File: src/design/cfc_defs.svh
/*
 * Constants of the CAN frame codec: field positions, lengths, CRC figures.
 * Assumes the includer works on unstuffed bit positions counted from SOF = 0.
 */
`ifndef CFC_DEFS_SVH
`define CFC_DEFS_SVH

// ----------------------------------------
// frame layout
// ----------------------------------------
`define CFC_STD_HDR 7'h13
`define CFC_EXT_HDR 7'h27
`define CFC_CRC_LEN 7'h0f
`define CFC_DLC_LEN 7'h04
`define CFC_MAX_DATA 7'h40
`define CFC_POS_ID_END 7'h0b
`define CFC_POS_SRR_RTR 7'h0c
`define CFC_POS_IDE 7'h0d
`define CFC_POS_EID_END 7'h1f
`define CFC_POS_XRTR 7'h20

// ----------------------------------------
// crc
// ----------------------------------------
`define CFC_CRC_POLY 15'h4599
`define CFC_CRC_INIT 15'h0000
`define CFC_CRC_GOOD 15'h0000

// ----------------------------------------
// counts in bit times
// ----------------------------------------
`define CFC_STUFF_RUN 3'h5
`define CFC_PASV_RUN 3'h6
`define CFC_FLAG_LAST 4'h5
`define CFC_FLAG_LEN 4'h6
`define CFC_ECHO_MAX 4'hc
`define CFC_DELIM_LAST 4'h7
`define CFC_EOF_VALID 4'h5
`define CFC_EOF_LAST 4'h6
`define CFC_INTER_LAST 4'h2

`endif

File: src/design/cfc_pkg.sv
/*
 * Types of the CAN frame codec.
 * Assumes cfc_defs.svh supplies the numeric constants.
 */
package cfc_pkg;
	// gray along idle-frame-...-intermission, flag branch apart
	typedef enum logic [3:0] {
		st_idle = 4'h0,
		st_frame = 4'h1,
		st_crcdel = 4'h3,
		st_ack = 4'h2,
		st_ackdel = 4'h6,
		st_eof = 4'h7,
		st_inter = 4'h5,
		st_flag = 4'hc,
		st_echo = 4'hd,
		st_delim = 4'hf
	} cfc_state_e;
endpackage

File: src/design/cfc_codec.sv
/*
 * CAN 2.0B bit-level frame codec: stuffing, fields, CRC, ACK, EOF,
 * intermission, error and overload flags.
 * Assumes bit_tick marks each sampled bit from a bit-timing unit on clk,
 * rx_bit is that sample, and tx_bit is driven onto the bus by that unit.
 */
`timescale 1ns/100ps
`include "cfc_defs.svh"
module cfc_codec (
	input wire logic clk, // system clock
	input wire logic reset, // synchronous, active high
	input wire logic bit_tick, // one pulse per sampled bit
	input wire logic rx_bit, // sampled bus level
	input wire logic err_passive, // node is error-passive
	input wire logic tx_req, // hold high until tx_done
	input wire logic tx_ide, // extended format
	input wire logic tx_rtr, // remote frame
	input wire logic [28:0] tx_id, // standard id in [10:0]
	input wire logic [3:0] tx_dlc, // data length code
	input wire logic [63:0] tx_data, // last byte in [7:0]
	output logic tx_bit, // level to drive on bus
	output logic tx_done, // frame sent and acknowledged
	output logic tx_lost, // arbitration lost
	output logic rx_valid, // received frame good
	output logic rx_ide, // received extended format
	output logic rx_rtr, // received remote
	output logic [28:0] rx_id, // received identifier
	output logic [3:0] rx_dlc, // received length code
	output logic [63:0] rx_data, // last byte in [7:0]
	output logic err_bit, // bit error
	output logic err_stuff, // stuff error
	output logic err_crc, // crc error
	output logic err_form, // form error
	output logic err_ack, // no acknowledge
	output logic ovl_start // overload flag begins
);
	cfc_pkg::cfc_state_e state_r, state_nxt;
	logic [6:0] pos_r, pos_nxt;
	logic [2:0] run_r, run_nxt;
	logic [3:0] cnt_r, cnt_nxt, dom_r, dom_nxt;
	logic last_r, last_nxt, txing_r, txing_nxt, done_r, done_nxt;
	logic ovl_r, ovl_nxt, passive_r, passive_nxt, crc_bad_r, crc_bad_nxt;
	logic tx_bit_r, tx_bit_nxt;
	logic [102:0] tx_sh_r, tx_sh_nxt;
	logic [28:0] id_r, id_nxt;
	logic ide_r, ide_nxt, rtr_r, rtr_nxt;
	logic [3:0] dlc_r, dlc_nxt;
	logic [63:0] data_r, data_nxt;
	logic [7:0] pulse_r, pulse_nxt;
	logic sof, launch, fault, ovl_go, crc_en, crc_clr;
	logic [14:0] crc_nxt;

	// ----------------------------------------
	// field decode
	// ----------------------------------------
	function automatic logic [6:0] data_bits(input logic rtr, input logic [3:0] dlc);
		if (rtr)
			data_bits = 7'h00;
		else if (dlc[3])
			data_bits = `CFC_MAX_DATA;
		else
			data_bits = {dlc, 3'h0};
	endfunction

	logic [6:0] hdr_len, nd_bits, data_end;
	logic [3:0] dlc_in;
	logic in_id, is_rtr, is_ide, in_dlc, in_data, last_data, crc_start, arb_zone;
	logic stuff_due, slip;
	logic [102:0] sh_plain, sh_adv, tx_load;
	logic [63:0] tx_payload;
	logic [18:0] std_hdr;
	logic [38:0] ext_hdr;

	assign hdr_len = ide_r ? `CFC_EXT_HDR : `CFC_STD_HDR;
	assign in_id = (pos_r != 7'h00 && pos_r <= `CFC_POS_ID_END)
		|| (ide_r && pos_r > `CFC_POS_IDE && pos_r <= `CFC_POS_EID_END);
	assign is_rtr = ide_r ? (pos_r == `CFC_POS_XRTR) : (pos_r == `CFC_POS_SRR_RTR);
	assign is_ide = pos_r == `CFC_POS_IDE;
	assign in_dlc = pos_r >= hdr_len - `CFC_DLC_LEN && pos_r < hdr_len;
	assign dlc_in = in_dlc ? {dlc_r[2:0], rx_bit} : dlc_r;
	assign nd_bits = data_bits(rtr_r, dlc_in);
	assign data_end = hdr_len + nd_bits;
	assign in_data = pos_r >= hdr_len && pos_r < data_end;
	assign crc_start = pos_r + 7'h01 == data_end;
	assign last_data = pos_r + 7'h01 == data_end + `CFC_CRC_LEN;
	assign arb_zone = pos_r <= `CFC_POS_IDE || (ide_r && pos_r <= `CFC_POS_XRTR);
	assign stuff_due = run_r == `CFC_STUFF_RUN;
	assign slip = txing_r && tx_bit_r != rx_bit;

	// transmit image: header then payload, msb first
	assign std_hdr = {1'b0, tx_id[10:0], tx_rtr, 1'b0, 1'b0, tx_dlc};
	assign ext_hdr = {1'b0, tx_id[28:18], 1'b1, 1'b1, tx_id[17:0], tx_rtr, 2'h0, tx_dlc};
	assign tx_payload = tx_data << (`CFC_MAX_DATA - data_bits(tx_rtr, tx_dlc));
	assign tx_load = tx_ide ? {ext_hdr, tx_payload} : {std_hdr, tx_payload, 20'h0};
	assign sh_plain = {tx_sh_r[101:0], 1'b0};
	assign sh_adv = crc_start ? {crc_nxt, 88'h0} : sh_plain;

	cfc_crc15 u_crc (
		.clk(clk),
		.reset(reset),
		.clr(crc_clr),
		.en(crc_en),
		.din(rx_bit),
		.crc_nxt(crc_nxt)
	);

	// ----------------------------------------
	// bit sequencer
	// ----------------------------------------
	always_comb begin
		state_nxt = state_r;
		pos_nxt = pos_r;
		run_nxt = run_r;
		last_nxt = last_r;
		cnt_nxt = cnt_r;
		dom_nxt = dom_r;
		txing_nxt = txing_r;
		done_nxt = done_r;
		ovl_nxt = ovl_r;
		passive_nxt = passive_r;
		crc_bad_nxt = crc_bad_r;
		tx_sh_nxt = tx_sh_r;
		tx_bit_nxt = tx_bit_r;
		id_nxt = id_r;
		ide_nxt = ide_r;
		rtr_nxt = rtr_r;
		dlc_nxt = dlc_r;
		data_nxt = data_r;
		pulse_nxt = 8'h00;
		crc_en = 1'b0;
		crc_clr = 1'b0;
		sof = 1'b0;
		launch = 1'b0;
		fault = 1'b0;
		ovl_go = 1'b0;
		if (bit_tick) begin
			case (state_r)
			cfc_pkg::st_idle: begin
				sof = !rx_bit;
				launch = rx_bit && tx_req;
			end
			cfc_pkg::st_frame: begin
				if (stuff_due) begin
					run_nxt = 3'h1;
					last_nxt = rx_bit;
					if (rx_bit == last_r) begin
						fault = 1'b1;
						pulse_nxt[1] = 1'b1;
					end else if (slip) begin
						fault = 1'b1;
						pulse_nxt[0] = 1'b1;
					end else if (done_r) begin
						state_nxt = cfc_pkg::st_crcdel;
						tx_bit_nxt = 1'b1;
					end else
						tx_bit_nxt = txing_r ? tx_sh_r[102] : 1'b1;
				end else begin
					run_nxt = (rx_bit == last_r) ? run_r + 3'h1 : 3'h1;
					last_nxt = rx_bit;
					pos_nxt = pos_r + 7'h01;
					crc_en = 1'b1;
					tx_sh_nxt = sh_adv;
					if (in_id)
						id_nxt = {id_r[27:0], rx_bit};
					if (is_rtr)
						rtr_nxt = rx_bit;
					if (is_ide)
						ide_nxt = rx_bit;
					dlc_nxt = dlc_in; // reserved bits taken as they come
					if (in_data)
						data_nxt = {data_r[62:0], rx_bit};
					if (txing_r && arb_zone && tx_bit_r && !rx_bit) begin
						txing_nxt = 1'b0;
						pulse_nxt[6] = 1'b1;
					end else if (slip) begin
						fault = 1'b1;
						pulse_nxt[0] = 1'b1;
					end
					if (last_data) begin
						done_nxt = 1'b1;
						crc_bad_nxt = crc_nxt != `CFC_CRC_GOOD;
					end
					if (run_nxt == `CFC_STUFF_RUN)
						tx_bit_nxt = txing_nxt ? !rx_bit : 1'b1;
					else if (last_data) begin
						state_nxt = cfc_pkg::st_crcdel;
						tx_bit_nxt = 1'b1;
					end else
						tx_bit_nxt = txing_nxt ? sh_adv[102] : 1'b1;
				end
			end
			cfc_pkg::st_crcdel: begin
				if (!rx_bit) begin
					fault = 1'b1;
					pulse_nxt[3] = 1'b1;
				end else begin
					state_nxt = cfc_pkg::st_ack;
					tx_bit_nxt = txing_r || crc_bad_r;
				end
			end
			cfc_pkg::st_ack: begin
				if (txing_r && rx_bit) begin
					fault = 1'b1;
					pulse_nxt[4] = 1'b1;
				end else begin
					state_nxt = cfc_pkg::st_ackdel;
					tx_bit_nxt = 1'b1;
				end
			end
			cfc_pkg::st_ackdel: begin
				if (!rx_bit) begin
					fault = 1'b1;
					pulse_nxt[3] = 1'b1;
				end else if (crc_bad_r && !txing_r) begin
					fault = 1'b1;
					pulse_nxt[2] = 1'b1;
				end else begin
					state_nxt = cfc_pkg::st_eof;
					cnt_nxt = 4'h0;
				end
			end
			cfc_pkg::st_eof: begin
				if (!rx_bit) begin
					if (cnt_r == `CFC_EOF_LAST && !txing_r)
						ovl_go = 1'b1;
					else begin
						fault = 1'b1;
						pulse_nxt[3] = 1'b1;
					end
				end else if (cnt_r == `CFC_EOF_LAST) begin
					state_nxt = cfc_pkg::st_inter;
					cnt_nxt = 4'h0;
					pulse_nxt[5] = txing_r;
					txing_nxt = 1'b0;
				end else begin
					cnt_nxt = cnt_r + 4'h1;
					pulse_nxt[7] = cnt_r == `CFC_EOF_VALID && !txing_r;
				end
			end
			cfc_pkg::st_inter: begin
				if (!rx_bit) begin
					if (cnt_r == `CFC_INTER_LAST)
						sof = 1'b1;
					else
						ovl_go = 1'b1;
				end else if (cnt_r == `CFC_INTER_LAST) begin
					state_nxt = cfc_pkg::st_idle;
					launch = tx_req;
				end else
					cnt_nxt = cnt_r + 4'h1;
			end
			cfc_pkg::st_flag: begin
				cnt_nxt = cnt_r + 4'h1;
				if (passive_r && !ovl_r) begin
					run_nxt = (run_r != 3'h0 && rx_bit == last_r) ? run_r + 3'h1 : 3'h1;
					last_nxt = rx_bit;
					if (run_nxt == `CFC_PASV_RUN) begin
						state_nxt = cfc_pkg::st_echo;
						dom_nxt = 4'h0;
					end
				end else if (cnt_r == `CFC_FLAG_LAST) begin
					state_nxt = cfc_pkg::st_echo;
					dom_nxt = `CFC_FLAG_LEN;
					tx_bit_nxt = 1'b1;
				end
			end
			cfc_pkg::st_echo: begin
				if (rx_bit) begin
					state_nxt = cfc_pkg::st_delim;
					cnt_nxt = 4'h1;
				end else begin
					pulse_nxt[3] = dom_r == `CFC_ECHO_MAX;
					if (dom_r <= `CFC_ECHO_MAX)
						dom_nxt = dom_r + 4'h1;
				end
			end
			cfc_pkg::st_delim: begin
				if (!rx_bit) begin
					if (cnt_r == `CFC_DELIM_LAST)
						ovl_go = 1'b1;
					else begin
						fault = 1'b1;
						pulse_nxt[3] = 1'b1;
					end
				end else if (cnt_r == `CFC_DELIM_LAST) begin
					state_nxt = cfc_pkg::st_inter;
					cnt_nxt = 4'h0;
				end else
					cnt_nxt = cnt_r + 4'h1;
			end
			default: state_nxt = cfc_pkg::st_idle;
			endcase
		end
		if (sof) begin
			state_nxt = cfc_pkg::st_frame;
			pos_nxt = 7'h01;
			run_nxt = 3'h1;
			last_nxt = 1'b0;
			done_nxt = 1'b0;
			crc_bad_nxt = 1'b0;
			crc_clr = 1'b1;
			id_nxt = 29'h0;
			ide_nxt = 1'b0;
			rtr_nxt = 1'b0;
			dlc_nxt = 4'h0;
			data_nxt = 64'h0;
			tx_sh_nxt = sh_plain;
			tx_bit_nxt = txing_r ? sh_plain[102] : 1'b1;
		end
		if (launch) begin
			txing_nxt = 1'b1;
			tx_sh_nxt = tx_load;
			tx_bit_nxt = 1'b0;
		end
		// flags come only from these reactions, never on request
		if (ovl_go) begin
			state_nxt = cfc_pkg::st_flag;
			cnt_nxt = 4'h0;
			ovl_nxt = 1'b1;
			tx_bit_nxt = 1'b0;
			pulse_nxt[7] = 1'b0;
		end
		if (fault) begin
			state_nxt = cfc_pkg::st_flag;
			cnt_nxt = 4'h0;
			run_nxt = 3'h0;
			ovl_nxt = 1'b0;
			passive_nxt = err_passive;
			tx_bit_nxt = err_passive;
			txing_nxt = 1'b0;
		end
	end

	always_ff @(posedge clk) begin
		if (reset) begin
			state_r <= cfc_pkg::st_idle;
			{pos_r, run_r, last_r, cnt_r, dom_r} <= 18'h0;
			{txing_r, done_r, ovl_r, passive_r, crc_bad_r} <= 5'h0;
			tx_bit_r <= 1'b1;
			tx_sh_r <= 103'h0;
			pulse_r <= 8'h00;
		end else begin
			state_r <= state_nxt;
			{pos_r, run_r, last_r, cnt_r, dom_r} <= {pos_nxt, run_nxt, last_nxt, cnt_nxt, dom_nxt};
			{txing_r, done_r, ovl_r, passive_r, crc_bad_r} <=
				{txing_nxt, done_nxt, ovl_nxt, passive_nxt, crc_bad_nxt};
			tx_bit_r <= tx_bit_nxt;
			tx_sh_r <= tx_sh_nxt;
			pulse_r <= pulse_nxt;
		end
	end

	// captures are only read at rx_valid; reset clears them, and so does sof
	always_ff @(posedge clk) begin
		if (reset)
			{id_r, ide_r, rtr_r, dlc_r, data_r} <= 99'h0;
		else
			{id_r, ide_r, rtr_r, dlc_r, data_r} <= {id_nxt, ide_nxt, rtr_nxt, dlc_nxt, data_nxt};
	end

	logic ovl_start_r;
	always_ff @(posedge clk) begin
		if (reset)
			ovl_start_r <= 1'b0;
		else
			ovl_start_r <= ovl_go;
	end

	assign tx_bit = tx_bit_r;
	assign {rx_valid, tx_lost, tx_done, err_ack, err_form, err_crc, err_stuff, err_bit} = pulse_r;
	assign ovl_start = ovl_start_r;
	assign rx_id = id_r;
	assign rx_ide = ide_r;
	assign rx_rtr = rtr_r;
	assign rx_dlc = dlc_r;
	assign rx_data = data_r;
endmodule

File: src/design/cfc_crc15.sv
/*
 * Serial 15-bit CRC of the CAN frame codec.
 * Assumes en and clr are one-cycle strobes on clk, one per unstuffed bit.
 */
`timescale 1ns/100ps
`include "cfc_defs.svh"
module cfc_crc15 (
	input wire logic clk, // system clock
	input wire logic reset, // synchronous, active high
	input wire logic clr, // restart with din as first bit
	input wire logic en, // fold din in
	input wire logic din, // unstuffed bus bit
	output logic [14:0] crc_nxt // remainder including din
);
	logic [14:0] crc_r;

	function automatic logic [14:0] crc_step(input logic [14:0] c, input logic d);
		crc_step = {c[13:0], 1'b0} ^ ((c[14] ^ d) ? `CFC_CRC_POLY : `CFC_CRC_INIT);
	endfunction

	assign crc_nxt = crc_step(crc_r, din);

	always_ff @(posedge clk) begin
		if (reset)
			crc_r <= `CFC_CRC_INIT;
		else if (clr)
			crc_r <= crc_step(`CFC_CRC_INIT, din);
		else if (en)
			crc_r <= crc_nxt;
	end
endmodule

File: config.mk
export PLATFORM = sky130hd
export DESIGN_NAME = cfc_codec
export DESIGN_NICKNAME = d
export VERILOG_FILES = /design/src/design/cfc_pkg.sv /design/src/design/cfc_codec.sv /design/src/design/cfc_crc15.sv
export VERILOG_INCLUDE_DIRS = /design/src /design/src/design
export SDC_FILE = /design/constraint.sdc
export NUM_CORES = 1
export LEC_CHECK = 0
export BUFFER_PORTS_ARGS = -buffer_cell sky130_fd_sc_hd__buf_2
export CORE_MARGIN = 2
export CORE_UTILIZATION = 54
export CTS_CLUSTER_DIAMETER = 200
export DETAILED_ROUTE_END_ITERATION = 7
export MAX_ROUTING_LAYER = met4
export PLACE_DENSITY = 0.76
export SYNTH_ARGS = -nofsm -noshare
export SYNTH_HDL_FRONTEND = slang
export SYNTH_SLANG_ARGS = --single-unit
File: constraint.sdc
create_clock -name clk -period 5.41 [get_ports clk]
set_clock_uncertainty 0.15 [all_clocks]
set_input_delay 1.082 -clock clk [delete_from_list [all_inputs] [get_ports clk]]
set_output_delay 1.082 -clock clk [all_outputs]
set_load 0.1 [all_outputs]
==> results.py <==
metrics = {
    "cts": {
        "tritoncts": "yes",
        "htreeDepth": 1,
        "post_cts_resized": 0,
        "cts_hold_buffers": 0,
        "numCtsBuffers": 28,
        "cts.clk_slew.worst_paths_ns": 0.07,
        "insertion_delay_ns": 0.57,
        "cts.sink_count": 255,
        "library_cell_used_as_clock_root_buffer": "sky130_fd_sc_hd__clkbuf_16",
        "clock_path_buffers": 3,
    },
    "critical_path": {
        "arrival_ns": 5.38,
        "path_delay_family": "compound AO/OA/AOI/OAI gates",
        "cp_slowest_cell": "sky130_fd_sc_hd__fa_1",
        "reg2reg_depth": 16,
        "criticalPathCategory": "reg2reg",
        "cp_common_cell": "sky130_fd_sc_hd__ha_1",
        "worstPathCellList": "inv_1 -> ha_1 -> inv_1 -> o21ai_1 -> nor3_4 -> or3b_2 -> a21oi_1 -> ha_1 -> fa_1 -> ha_1 -> xnor3_1 -> and3_1 -> and4_1 -> a31oi_1 -> o21ai_0 -> a311oi_1",
        "cp_max_fo": 10,
        "critPathMaxStageDelay_ns": 0.49,
        "worstSetupStartpointType": "register",
        "setup.worst_path.end_class": "register",
        "crit_required_ns": 5.71,
        "critPathBufInv": 2,
        "crit_cells": 16,
    },
    "logic_synthesis": {
        "post_synth_num_cell_types": 89,
        "synth_area_leaders": "sky130_fd_sc_hd__dfxtp_1 36%, sky130_fd_sc_hd__mux2i_1 14%, sky130_fd_sc_hd__nor2_1 7.3%",
        "post_synth_instance_area_um2": 14100,
        "sequential_element_share_of_the_synthesized_area": 0.362,
        "synth_top_flop_cell": "sky130_fd_sc_hd__dfxtp_1",
        "synthesis.area_per_instance_um2": 8.19,
        "netlist_instances": 1723,
        "yosys_register_bits": 255,
        "synth_top_area_frac": 0.362,
        "async_flop_share": 0,
        "syn-num-nets": 1853,
        "synth-edff-count": 0,
        "yosys.area.top_type": "sky130_fd_sc_hd__dfxtp_1",
        "yosys_warnings": 0,
    },
    "floorplanning": {
        "io_pins": 214,
        "chipHeight_um": 166,
        "rows": 59,
        "die_area_um2": 27500,
        "floorplan.die.width_um": 166,
        "start_util": 0.546,
        "core_um2": 25800,
    },
    "sta": {
        "fmaxAchievable_ghz": 0.197,
        "worst-slew-pin-transition_ns": 1.20,
        "hold_viol_final": 0,
        "final.hold.worst_slack_ns": 0.333,
        "fin_ws_ns": 0.332,
        "max-slew-margin-rel": 0.196,
        "timing.final.crit_period_ns": 5.08,
        "maxSlewViolCount": 0,
        "final_period_util": 0.939,
        "setup-tns-final_ns": 0,
        "setup_violations": 0,
        "rsz0062_at_grt": "no",
    },
    "drt": {
        "wire_per_inst_um": 18.8,
        "drt_pass1_iterations": 6,
        "postRouteAntennaNets": 0,
        "route.detailed.vias_per_inst": 6.17,
        "via_count": 13700,
        "drc": 0,
        "drt-total-wl_mm": 41.7,
        "dr.first_iter.drc_count": 1443,
    },
    "outcome": {
        "outcome": "completed",
    },
    "worst_hold_path": {
        "worst_hold_path_type": "reg2reg",
        "number_of_cells_on_the_worst_hold_path": 2,
    },
    "grt": {
        "grt_pass1_wl_mm": 67.1,
        "via_count_of_the_first_global_routing_pass": 12800,
        "globalRouteOverflowTotal": 0,
        "grt_max_degree": 86,
        "track_usage": 0.298,
        "antenna_violations_before_repair": 0,
    },
    "finish": {
        "area.growth.synth_to_final_pct": 16.8,
        "design.final.nets": 1998,
        "finalCoreUtilization": 0.638,
        "antenna_cells": 0,
        "fillers": 2216,
        "drive_above_1_share": 0.177,
    },
    "power_and_ir_drop": {
        "worst_ir_drop_vdd_mv": 0.261,
        "power.total_uw": 5000,
        "cellPowerDensity_nw_per_um2": 303,
        "p_leak_uw": 0.00706,
    },
    "job": {
        "max-cap-violations": 0,
    },
    "place": {
        "dp.final_hpwl_mm": 28.9,
        "setup_ws_pre_cts_ns": 0.349,
        "replace_congestion": 0.914,
        "port_buffers": 213,
    },
}
what timing repair did:
| action | in CTS | in global routing |
|---|---|---|
| buffers inserted | 0 | 3 |
| endpoints found under the setup margin | 0 | 15 |
| hold endpoints to repair | 0 | 0 |
cells in the mapped netlist, drive strengths merged (11+ instances only):
cell and instances:
nor2 276, dfxtp 255, mux2i 192, nand2 142, a21oi 118, nor3 103
clkbuf 100, o21ai 70, a221oi 39, buf 39, nand3 36, inv 27
ha 24, xnor2 21, a221o 20, a32o 19, a22oi 15, a311oi 14
a32oi 13, a31oi 11, nand2b 11
kinds of logic (layout without fill, tap and decap cells):
group,after synthesis,in the layout,share of synthesized area
AO/OA/AOI/OAI,388,388,0.190
XOR/XNOR,33,33,0.0250
adder cells (fa/ha/maj),25,25,0.0227
buffers and inverters,168,333,0.0483
flip-flops,255,255,0.362
multiplexers,194,194,0.138
AND/OR/NAND/NOR,660,660,0.215
placed cells by master (no fill, tap or decap), types with 15 or more instances in the layout:
master	instances
sky130_fd_sc_hd__a221o_1	20
sky130_fd_sc_hd__o21ai_0	62
sky130_fd_sc_hd__dfxtp_1	254
sky130_fd_sc_hd__nor2_1	275
sky130_fd_sc_hd__nand2_1	140
sky130_fd_sc_hd__nor3_1	101
sky130_fd_sc_hd__a22oi_1	15
sky130_fd_sc_hd__buf_2	212
sky130_fd_sc_hd__clkbuf_16	28
sky130_fd_sc_hd__nand3_1	35
sky130_fd_sc_hd__xnor2_1	20
sky130_fd_sc_hd__mux2i_1	191
sky130_fd_sc_hd__a21oi_1	115
sky130_fd_sc_hd__inv_1	26
sky130_fd_sc_hd__ha_1	23
sky130_fd_sc_hd__buf_4	38
sky130_fd_sc_hd__a221oi_1	39
sky130_fd_sc_hd__a32o_1	19
tightest hold or removal path, cell delays in order, from the launching register on:
cell	delay, ns
sky130_fd_sc_hd__dfxtp_1	0.34
sky130_fd_sc_hd__nand2_1	0.06
sky130_fd_sc_hd__a21oi_1	0.05
where the power goes:
part,internal [µW],switching [µW],leakage (µW)
registers,1990,80.3,0.00207
clock network,1270,806,0.000502
logic,310,542,0.00449
total,3570,1430,0.00706
path summary, 6_finish.rpt:
path	startpoint	to	slack, ns
setup / recovery	rx_ide	state_r[1]	0.33
setup reg to reg	rx_ide	state_r[1]	0.33
hold reg to reg	u_crc.crc_r[8]	u_crc.crc_r[9]	0.33
hold / removal	u_crc.crc_r[8]	u_crc.crc_r[9]	0.33
sequential cells by signal, indices dropped and copies added, names as in the netlist, 3 cells and up:
register,cells
tx_sh_r,103
rx_data,64
rx_id,29
u_crc.crc_r,15
pulse_r,8
pos_r,7
cnt_r,4
dom_r,4
rx_dlc,4
state_r,4
run_r,3
per-layer routing:
| layer | track usage | vias to the layer above | part of all wire |
|---|---|---|---|
| li1 | - | 6503 | - |
| met1 | 0.411 | 6446 | 0.43 |
| met2 | 0.444 | 659 | 0.44 |
| met3 | 0.0523 | 104 | 0.097 |
| met4 | 0.102 | 0 | 0.036 |
| met5 | - | - | 0 |
cell type report:
cell class | instances | area (µm²) | share of cell area
Inverter | 29 | 109 | 0.00660
Sequential cell | 255 | 5110 | 0.310
Clock inverter | 13 | 219 | 0.0133
Timing Repair Buffer | 254 | 1430 | 0.0865
Tap cell | 335 | 419 | 0.0254
Clock buffer | 37 | 795 | 0.0482
Multi-Input combinational cell | 1300 | 8410 | 0.510
per-stage QoR:
step	cells	area, µm²
floorplan	1723	14100
global placement	2170	15400
detailed placement	2170	15400
CTS	2220	16500
global route	2223	16500
finish	2223	16500
Power figures use the tool's default switching activity.
